<file path="src/hw/strap_cfg_regs.svh">
`ifndef STRAP_CFG_REGS_SVH
`define STRAP_CFG_REGS_SVH
// =====================================================
// interface mode encodings of the uplink
`define UPLINK_MODE_MII 2'h0
`define UPLINK_MODE_RMII 2'h1
`define UPLINK_MODE_GMII 2'h2
`define UPLINK_MODE_RGMII 2'h3
// rmii clock select register position
`define RMII_CLK_REG_ADDR 8'h56
`define RMII_CLK_REG_BIT 7
// clock rates
`define SYS_CLK_HZ 20000000
// strap defaults when a pin is left floating
`define STRAP_ROLE_DEFAULT 1'h1
`define STRAP_REFOUT_DEFAULT 1'h1
`define STRAP_PLL_DEFAULT 1'h1
`define STRAP_SPEED_DEFAULT 1'h1
`define STRAP_BUS_DEFAULT 1'h0
`endif

</file>
<file path="src/hw/strap_cfg_pkg.sv">
package strap_cfg_pkg;
  typedef enum logic {BUS_SPI, BUS_MDIO} mgmt_bus_t;
  typedef enum logic {ROLE_PHY, ROLE_MAC} uplink_role_t;
  typedef enum {ST_RESET, ST_RUN} phase_t;
endpackage : strap_cfg_pkg

</file>
<file path="src/hw/strap_cfg_if.sv">
// =====================================================
// latched strap values shared between loader and pin logic
interface strap_cfg_if;
  logic uplinkRole;
  logic refoutEnable;
  logic pllSource;
  logic uplinkSpeed;
  logic serialBus;
  logic running;
  modport loader (output uplinkRole, refoutEnable, pllSource, uplinkSpeed,
    serialBus, running);
  modport user (input uplinkRole, refoutEnable, pllSource, uplinkSpeed,
    serialBus, running);
endinterface : strap_cfg_if

</file>
<file path="src/hw/strap_latch.sv">
`include "strap_cfg_regs.svh"
// =====================================================
// samples the straps while reset holds and on the first edge after release, then freezes them
module strap_latch (
  input wire logic sysClk, // system clock
  input wire logic sysRst, // synchronous reset
  input wire logic [4:0] strapIn, // role, refout, pll, speed, bus
  strap_cfg_if.loader cfg // latched values
);
  strap_cfg_pkg::phase_t phaseReg;

  // phase tracking
  always_ff @(posedge sysClk) begin
    if (sysRst) begin
      phaseReg <= strap_cfg_pkg::ST_RESET;
    end else begin
      case (phaseReg)
        strap_cfg_pkg::ST_RESET: phaseReg <= strap_cfg_pkg::ST_RUN;
        strap_cfg_pkg::ST_RUN: phaseReg <= strap_cfg_pkg::ST_RUN;
        default: phaseReg <= strap_cfg_pkg::ST_RESET;
      endcase
    end
  end

  // sample during reset, hold afterwards
  always_ff @(posedge sysClk) begin
    if (phaseReg == strap_cfg_pkg::ST_RESET) begin
      cfg.uplinkRole <= strapIn[4];
      cfg.refoutEnable <= strapIn[3];
      cfg.pllSource <= strapIn[2];
      cfg.uplinkSpeed <= strapIn[1];
      cfg.serialBus <= strapIn[0];
    end
  end

  assign cfg.running = (phaseReg == strap_cfg_pkg::ST_RUN);
endmodule : strap_latch

</file>
<file path="src/hw/strap_and_serial_select_config.sv">
// Functional notes
// - in GMII or MII, role strap high is MAC, low is PHY.
// - GMII PHY role drives carrier-sense and collision pins.
// - MII PHY role drives carrier, collision, rx and tx clocks.
// - RMII role high: clock mode, 50 MHz reference out on rx clock.
// - RMII role low: reference taken from tx clock input.
// - register 0x56 bit 7 can also choose internal or external clock.
// - refout strap high enables 25 MHz output, low disables it.
// - RMII normal mode, pll strap low uses tx clock as switch source.
// - GMII/RGMII speed strap high gives 1 Gbps; register can override.
// - serial-out strap low is SPI, high is MDC/MDIO; board pulls it.
// - data pin input only in SPI, bidirectional in MDC/MDIO.
// - SPI read data leaves on the serial-out pin.
// - chip select high deselects and floats serial-out.
// - falling chip select starts a new SPI transfer.
// - high synchronous reset resets everything.
// - straps sampled during reset.
// - strap pins are inputs in reset, the four LED pins driven outputs afterwards.
`include "strap_cfg_regs.svh"
module strap_and_serial_select_config (
  input wire logic sysClk, // 20 MHz system clock
  input wire logic sysRst, // synchronous reset, active high
  input wire logic [1:0] uplinkMode, // interface mode select
  input wire logic uplinkRoleStrap, // role strap pin level
  input wire logic refoutEnableStrap, // refout strap pin level
  input wire logic pllSourceStrap, // pll strap pin level
  input wire logic uplinkSpeedStrap, // speed strap pin level
  input wire logic serialOutBusStrap, // bus select strap level
  input wire logic [3:0] ledValue, // indicator values after reset
  input wire logic rmiiClkOvrValid, // 0x56 bit 7 written
  input wire logic rmiiClkOvr, // 0x56 bit 7 value, 1 internal
  input wire logic speedOvrValid, // speed register written
  input wire logic speedOvr, // speed register value, 1 gigabit
  input wire logic mgmtChipSelectN, // spi chip select, active low
  input wire logic spiReadData, // read data bit to shift out
  input wire logic mdioOutData, // mdio data to drive
  input wire logic mdioOutActive, // mdio read turnaround drive
  output logic [3:0] ledOut, // strap pins as outputs
  output logic [3:0] ledOe, // strap pin output enables
  output logic serialOut, // serial-out data
  output logic serialOutOe, // serial-out enable
  output logic mdioOut, // data pin output value
  output logic mdioOe, // data pin output enable
  output logic spiStart, // one-cycle pulse, transfer start
  output logic spiSelected, // chip selected in spi mode
  output logic uplinkMacRole, // 1 mac role, 0 phy role
  output logic crsColOe, // carrier and collision driven
  output logic miiClocksOe, // rx/tx clock pins driven in mii
  output logic rmiiClockMode, // 1 internal 50 MHz reference
  output logic rmiiRefOutEn, // drive 50 MHz on rx clock pin
  output logic pllFromTxClock, // switch clock from tx clock input
  output logic refClockOutEn, // 25 MHz output enable
  output logic uplinkGigabit, // 1 gigabit, 0 10/100
  output logic mdioBusMode // 1 mdc/mdio, 0 spi
);
  // =====================================================
  // strap capture
  strap_cfg_if cfg ();
  logic csPrevReg;
  logic rmiiOvrValidReg;
  logic rmiiOvrReg;
  logic speedOvrValidReg;
  logic speedOvrReg;
  logic isMii;
  logic isRmii;
  logic isGmiiFamily;
  logic gigSelect;
  logic phyRole;
  logic cfgHold;
  logic rmiiClockInt;
  logic rmiiInternal;
  logic spiMode;

  strap_latch latchInst (
    .sysClk(sysClk),
    .sysRst(sysRst),
    .strapIn({uplinkRoleStrap, refoutEnableStrap, pllSourceStrap,
      uplinkSpeedStrap, serialOutBusStrap}),
    .cfg(cfg)
  );

  // =====================================================
  // mode decode helpers
  // modes that carry separate carrier and collision pins
  function automatic logic mode_has_crs_col(input logic [1:0] mode);
    mode_has_crs_col = (mode == `UPLINK_MODE_MII)
      || (mode == `UPLINK_MODE_GMII);
  endfunction : mode_has_crs_col

  // modes whose uplink can run at the gigabit rate
  function automatic logic mode_is_gig_family(input logic [1:0] mode);
    mode_is_gig_family = (mode == `UPLINK_MODE_GMII)
      || (mode == `UPLINK_MODE_RGMII);
  endfunction : mode_is_gig_family

  // a written register value wins over the latched strap
  // shared by the rmii clock choice and the speed choice
  function automatic logic pick_override(input logic ovrValid,
    input logic ovrValue, input logic strapValue);
    pick_override = ovrValid ? ovrValue : strapValue;
  endfunction : pick_override

  // mode decode
  assign isMii = (uplinkMode == `UPLINK_MODE_MII);
  assign isRmii = (uplinkMode == `UPLINK_MODE_RMII);
  assign isGmiiFamily = mode_is_gig_family(uplinkMode);
  assign spiMode = (cfg.serialBus == 1'h0);
  assign phyRole = !cfg.uplinkRole;
  // outputs rest at reset values until the straps are frozen,
  // so nothing downstream acts on a half-sampled strap set
  assign cfgHold = sysRst || !cfg.running;
  // sticky overrides replace the strap once written
  assign rmiiInternal = pick_override(rmiiOvrValidReg, rmiiOvrReg,
    cfg.uplinkRole);
  assign gigSelect = pick_override(speedOvrValidReg, speedOvrReg,
    cfg.uplinkSpeed);
  // rmii clock mode, used by both the mode flag and the ref output
  assign rmiiClockInt = isRmii && rmiiInternal;

  // =====================================================
  // register overrides, cleared by reset
  // rmii clock source override
  // a write stays in force until the next reset
  always_ff @(posedge sysClk) begin
    if (sysRst) begin
      rmiiOvrValidReg <= 1'h0;
      rmiiOvrReg <= 1'h0;
    end else if (rmiiClkOvrValid) begin
      rmiiOvrValidReg <= 1'h1;
      rmiiOvrReg <= rmiiClkOvr;
    end
  end

  // uplink speed override
  // ignored downstream outside the gigabit-capable modes
  always_ff @(posedge sysClk) begin
    if (sysRst) begin
      speedOvrValidReg <= 1'h0;
      speedOvrReg <= 1'h0;
    end else if (speedOvrValid) begin
      speedOvrValidReg <= 1'h1;
      speedOvrReg <= speedOvr;
    end
  end

  // =====================================================
  // uplink role and pin direction outputs
  // role reported to the port logic
  // mac is the default while the straps are not yet frozen
  always_ff @(posedge sysClk) begin
    if (cfgHold) begin
      uplinkMacRole <= `STRAP_ROLE_DEFAULT;
    end else begin
      uplinkMacRole <= cfg.uplinkRole;
    end
  end

  // carrier and collision pins turn into outputs in mii and gmii phy role
  // kept as inputs in the other modes to avoid a drive fight
  always_ff @(posedge sysClk) begin
    if (cfgHold) begin
      crsColOe <= 1'h0;
    end else begin
      crsColOe <= mode_has_crs_col(uplinkMode) && phyRole;
    end
  end

  // mii phy role also drives both clock pins
  // in mac role the attached phy sources those clocks
  always_ff @(posedge sysClk) begin
    if (cfgHold) begin
      miiClocksOe <= 1'h0;
    end else begin
      miiClocksOe <= isMii && phyRole;
    end
  end

  // =====================================================
  // uplink clocking
  // rmii clock mode and its 50 MHz reference output
  // both follow the same choice, strap or register
  always_ff @(posedge sysClk) begin
    if (cfgHold) begin
      rmiiClockMode <= 1'h0;
      rmiiRefOutEn <= 1'h0;
    end else begin
      rmiiClockMode <= rmiiClockInt;
      rmiiRefOutEn <= rmiiClockInt;
    end
  end

  // normal mode: tx clock input carries the reference
  // pll strap high keeps the crystal if that input is jittery
  always_ff @(posedge sysClk) begin
    if (cfgHold) begin
      pllFromTxClock <= 1'h0;
    end else begin
      pllFromTxClock <= isRmii && !rmiiInternal
        && !cfg.pllSource;
    end
  end

  // 25 MHz reference output enable
  // disabling it saves power when nothing uses the clock
  always_ff @(posedge sysClk) begin
    if (cfgHold) begin
      refClockOutEn <= 1'h0;
    end else begin
      refClockOutEn <= cfg.refoutEnable;
    end
  end

  // gigabit select
  // forced low in mii and rmii, which have no gigabit rate
  always_ff @(posedge sysClk) begin
    if (cfgHold) begin
      uplinkGigabit <= 1'h0;
    end else begin
      uplinkGigabit <= isGmiiFamily && gigSelect;
    end
  end

  // =====================================================
  // management bus
  // bus choice reported to the serial front end
  // reads spi until the strap is frozen
  always_ff @(posedge sysClk) begin
    if (cfgHold) begin
      mdioBusMode <= 1'h0;
    end else begin
      mdioBusMode <= !spiMode;
    end
  end

  // =====================================================
  // strap pins become indicator outputs after reset
  // pins stay inputs through reset so the board pulls set the straps
  for (genvar ledIdx = 0; ledIdx < 4; ledIdx++) begin : g_led_pin
    always_ff @(posedge sysClk) begin
      if (cfgHold) begin
        ledOut[ledIdx] <= 1'h0;
        ledOe[ledIdx] <= 1'h0;
      end else begin
        ledOut[ledIdx] <= ledValue[ledIdx];
        ledOe[ledIdx] <= 1'h1;
      end
    end
  end

  // =====================================================
  // chip select edge detection
  // previous level resets to the idle high level, no false edge
  always_ff @(posedge sysClk) begin
    if (sysRst) begin
      csPrevReg <= 1'h1;
    end else begin
      csPrevReg <= mgmtChipSelectN;
    end
  end

  // start pulse on a falling select in spi mode only
  // one cycle wide, since the previous level follows the pin
  always_ff @(posedge sysClk) begin
    if (sysRst) begin
      spiStart <= 1'h0;
    end else begin
      spiStart <= cfg.running && spiMode && csPrevReg
        && !mgmtChipSelectN;
    end
  end

  // selected level while the select is held low
  // never set in mdio mode, where the select has no meaning
  always_ff @(posedge sysClk) begin
    if (sysRst) begin
      spiSelected <= 1'h0;
    end else begin
      spiSelected <= cfg.running && spiMode && !mgmtChipSelectN;
    end
  end

  // =====================================================
  // serial-out and data pin drivers
  // serial-out floats whenever deselected or not in spi mode
  // the pin doubles as the bus strap, so it stays off in reset
  always_ff @(posedge sysClk) begin
    if (cfgHold) begin
      serialOut <= 1'h0;
      serialOutOe <= 1'h0;
    end else begin
      serialOut <= spiReadData;
      serialOutOe <= spiMode && !mgmtChipSelectN;
    end
  end

  // data pin is an input in spi mode, two-way in mdio mode
  // the mdio side asks for drive only during its read phase
  always_ff @(posedge sysClk) begin
    if (cfgHold) begin
      mdioOut <= 1'h0;
      mdioOe <= 1'h0;
    end else begin
      mdioOut <= mdioOutData;
      mdioOe <= !spiMode && mdioOutActive;
    end
  end
endmodule : strap_and_serial_select_config

</file>
<file path="config.mk">
export PLATFORM = sky130hd
export DESIGN_NAME = strap_and_serial_select_config
export DESIGN_NICKNAME = d
export VERILOG_FILES = /design/src/hw/strap_cfg_pkg.sv /design/src/hw/strap_cfg_if.sv /design/src/hw/strap_latch.sv /design/src/hw/strap_and_serial_select_config.sv
export VERILOG_INCLUDE_DIRS = /design/src /design/src/hw
export SDC_FILE = /design/constraint.sdc
export NUM_CORES = 1
export LEC_CHECK = 0
export BUFFER_PORTS_ARGS = -buffer_cell sky130_fd_sc_hd__buf_2
export CAP_MARGIN = 20
export CORE_MARGIN = 1
export CORE_UTILIZATION = 40
export CTS_BUF_LIST = sky130_fd_sc_hd__clkbuf_4 sky130_fd_sc_hd__clkbuf_8
export DETAILED_ROUTE_END_ITERATION = 8
export GPL_TIMING_DRIVEN = 0
export PLACE_DENSITY = 0.73
export SLEW_MARGIN = 10
export SYNTH_ARGS = -nofsm -noshare
export SYNTH_HDL_FRONTEND = slang
export SYNTH_HIERARCHICAL = 1
export SYNTH_SLANG_ARGS = --single-unit
</file>
<file path="constraint.sdc">
create_clock -name sysClk -period 1.06 [get_ports sysClk]
set_clock_uncertainty 0.2 [all_clocks]
set_input_delay 0.106 -clock sysClk [delete_from_list [all_inputs] [get_ports sysClk]]
set_output_delay 0.106 -clock sysClk [all_outputs]
set_load 0.1 [all_outputs]
</file>
Word-level counts from Yosys, hierarchy flattened
Cells that the tools add are included.
{"block": "word_totals", "out_inout_bits": 23, "input_bits": 21, "elab_cells": 64, "reg_bits": 61}
{"block": "classes", "eq_ne": 5, "reduce_logical": 24, "muxes": 4, "bitwise": 1}
{"cell": "32-bit zero test", "n": 2}
{"cell": "32-bit by 1-bit equality test with 1-bit output, second input constant", "n": 1}
{"cell": "32-bit by 2-bit equality test with 1-bit output, second input constant", "n": 1}
{"cell": "1-bit logical AND", "n": 12}
{"cell": "1-bit zero test", "n": 5}
{"cell": "2-bit equality test, second input constant", "n": 2}
{"cell": "1-bit 2-to-1 mux", "n": 4}
{"cell": "1-bit logical OR", "n": 3}
{"cell": "2-bit by 1-bit equality test with 1-bit output, second input constant", "n": 1}
{"cell": "2-bit zero test", "n": 1}
{"cell": "2-bit OR reduction", "n": 1}
{"cell": "1-bit NOT", "n": 1}

Depth between registers and ports, before layout
{"block": "depth", "depth_word": 4, "depth_mapped": 5, "depth_no_buf": 3}

Hierarchy
Netlist, hierarchy kept.
{"mod": "strap_and_serial_select_config", "cells_each": 62, "area_per_inst_um2": 753.2, "seq_area_each_um2": 480.5, "n_inst": 1}
{"mod": "strap_latch", "cells_each": 8, "area_per_inst_um2": 177.7, "seq_area_each_um2": 170.2, "n_inst": 1}

Worst setup path before layout
OpenSTA, ideal clock, no wires.
{"block": "synth_timing", "path_type": "register -> output", "from": "register, netlist name ledOe[3]", "to": "output ledOe[1]", "arrival_time_ns": 1.392, "slack_ns": -0.638, "t_required_ns": 0.754, "stages_incl_launch_ff": 2, "path_cell_list": "dfxtp_1 buf_4"}
{"element": "to (decl)", "line_no": "strap_and_serial_select_config.sv:39", "source": "output logic [3:0] ledOe,"}

==> results.json <==
{
  "status": "finished, violations left",
  "violations": "negative hold slack, negative setup slack",
  "vias": 801,
  "rsz0062_at_grt": "yes",
  "place_area_um2": 1250,
  "endpoint_kind": "primary output",
  "initial_core_util_pct": 42.1,
  "nets": 166,
  "grt_pass1_vias": 872,
  "critPathMaxFanout": 4,
  "leakagePower_nw": 0.860,
  "grt.total_usage_pct": 25.7,
  "tightest_slew_ns": 0.336,
  "rr_startpoint": "latchInst/cfg.serialBus",
  "cts_tree": "built",
  "design_area_um2": 1990,
  "h-tree-depth": 2,
  "power_density_nw_per_um2": 1310,
  "timing.hold.ws_ns": -0.201,
  "wl_met3_um": 145,
  "hpwl_um": 1170,
  "syn_area_um2": 931,
  "reg2reg_to": "serialOutOe",
  "diodes": 0,
  "pre_cts_ws_ns": -0.131,
  "root_buffer": "clkbuf_4",
  "post-route-min-period_ns": 1.31,
  "whs_endpoint": "spiSelected",
  "fin_crit_sh_pct": 124,
  "synth_cells": 70,
  "portBuffers": 43,
  "largest_reg_flops": 4,
  "grt_pass1_wl_um": 4320,
  "io-pin-count": 44,
  "wl_met2_um": 1800,
  "viasPerCell": 4.60,
  "path_class": "register to primary output",
  "regToRegSetupSlack_ns": -0.13,
  "top_register": "ledOut",
  "die_area_um2": 2520,
  "gp_congestion": 0.657,
  "wl_met1_um": 1130,
  "ys_warn_count": 6,
  "die_x_um": 50.2,
  "holdPathStages": 2,
  "finalSetupViolCount": 39,
  "die_y_um": 50.2,
  "synth-seq-cells": 30,
  "drt-pass1-iter-count": 4,
  "required_ns": 0.75,
  "grt_remaining_overflow": 0,
  "seq_area_frac_synth_pct": 69.9,
  "vdd_ir_drop_max_mv": 1.45,
  "reg2reg_depth": 1,
  "routed_wl_um": 3210,
  "clk_path_buf_depth": 2,
  "insertion_delay_ns": 0.34,
  "post-route-drc-count": 0,
  "setup_ws_ns": -0.253,
  "drive_above_1_share_pct": 74.0,
  "postRouteAntennaNets": 0,
  "clock-sinks": 30,
  "syn-num-nets": 91,
  "drv_cap": 0,
  "highest-signal-layer": "met4",
  "antenna_found_initial": 0,
  "fmax_mhz": 762,
  "ys_types": 20,
  "seq_area_um2": 684,
  "routedWlPerCell_um": 18.5,
  "synth_area_per_cell_um2": 13.3,
  "grt_max_degree": 10,
  "crit_start": "ledOe[3]",
  "slew_violations": 0,
  "clk_pin_slew_ns": 0.09,
  "maxSlewHeadroom_pct": 77.5,
  "arrival_ns": 1.01,
  "coreArea_um2": 2210,
  "hold_violations": 11,
  "drt_first_iter_violations": 14,
  "start_kind": "register",
  "multi_input_area_um2": 308,
  "row_count": 17,
  "cts_buffers": 5,
  "areaGrowthSynthToFinish_pct": 114,
  "holdCritPathClass": "primary input to register",
  "nFillCells": 68,
  "hp-start": "mgmtChipSelectN"
}
-- layout by cell type, fill, tap and decap left out --
| cell | count |
|---|---|
| buf_12 | 25 |
| buf_2 | 21 |
| dfxtp_2 | 18 |
| dlygate4sd3_1 | 18 |
| and2_4 | 8 |
| clkbuf_4 | 8 |
| buf_6 | 7 |
| nor2_1 | 6 |
| edfxtp_1 | 5 |
| dfxtp_1 | 4 |
| mux2i_1 | 3 |
| dfxtp_4 | 3 |
| buf_4 | 3 |
| nand2b_4 | 2 |
| and3_4 | 2 |
| inv_4 | 1 |
| nor3_2 | 1 |
| nor4_2 | 1 |
| nand4bb_4 | 1 |
| nor2_2 | 1 |
| nor3b_2 | 1 |
| mux2_4 | 1 |
| or2_2 | 1 |
| nor4b_4 | 1 |
| and2_1 | 1 |
| nor4b_2 | 1 |
| clkinvlp_4 | 1 |
| inv_1 | 1 |
-- worst max path at each step --
stage / end / depth (start not counted)
6_report: ledOe[1] / 2
3_5_place_dp: ledOe[1] / 2
4_1_cts: ledOe[1] / 2
3_3_place_gp: ledOe[1] / 2
2_1_floorplan: ledOe[1] / 1
5_1_grt: ledOe[1] / 2
-- power breakdown --
group	switching (mW)	total (mW)	leakage [nW]	internal [mW]
Clock	0.401	0.742	0.0368	0.341
Combinational	0.327	0.605	0.560	0.278
Sequential	0.0486	1.26	0.263	1.21
-- metrics by stage --
stage	cells	power, mW	TNS [ns]	utilization (%)
5_1_grt	174	2.69	-5.45	90.0
4_1_cts	172	2.48	-2.95	85.9
6_report	174	2.60	-4.17	90.0
3_5_place_dp	141	1.64	-1.07	56.4
2_1_floorplan	70	1.55	-0.184	-
3_3_place_gp	141	1.63	-0.740	56.4
-- critical path: stages (launching register included) --
cell and delay [ns]:
dfxtp_4 0.40, buf_6 0.11, buf_12 0.16
-- kinds of logic (layout without fill, tap and decap cells) --
| family | after synthesis | count (layout) | share of synthesized area (%) |
|---|---|---|---|
| flops | 30 | 30 | 69.9 |
| simple gates | 27 | 27 | 18.8 |
| buf+inv | 9 | 85 | 6.85 |
| mux | 4 | 4 | 4.44 |
-- synthesized netlist by cell type --
library cell,number,area [um^2]
dfxtp_1,25,500
nor4b_1,1,8.76
and3_1,2,12.5
and2_1,9,56.3
nor3_1,1,5.00
inv_2,1,3.75
nor4b_2,1,15.0
nor3b_1,1,7.51
edfxtp_1,5,150
mux2_2,1,11.3
buf_6,2,22.5
buf_4,4,30.0
nor4_1,1,6.26
nand2b_1,1,6.26
nor2_1,7,26.3
nand2b_4,1,13.8
or2_2,1,6.26
mux2i_1,3,30.0
inv_1,2,7.51
nand4bb_1,1,11.3
-- layout make-up --
cell class	instances	area share [%]
clock buffers	8	3.02
multi-input cells	31	15.5
inverters	3	0.879
repair buffers	68	39.8
well taps	28	1.76
plain buffers	6	4.71
flip-flops and latches	30	34.4
-- layer usage --
metal  up-vias  track usage [%]
li1        379                -
met1       375             25.4
met2        37             42.4
met3        10             11.5
met4         0             17.6
met5         -                0
-- repair_timing --
item,CTS,global route
buffers inserted,3,2
gates cloned,1,0
pin swaps,7,6
hold endpoints to repair,26,13
endpoints found under the setup margin,41,45
hold buffers,19,1
resized for setup,100,18
No activity file was read; power rests on OpenSTA's default activity.
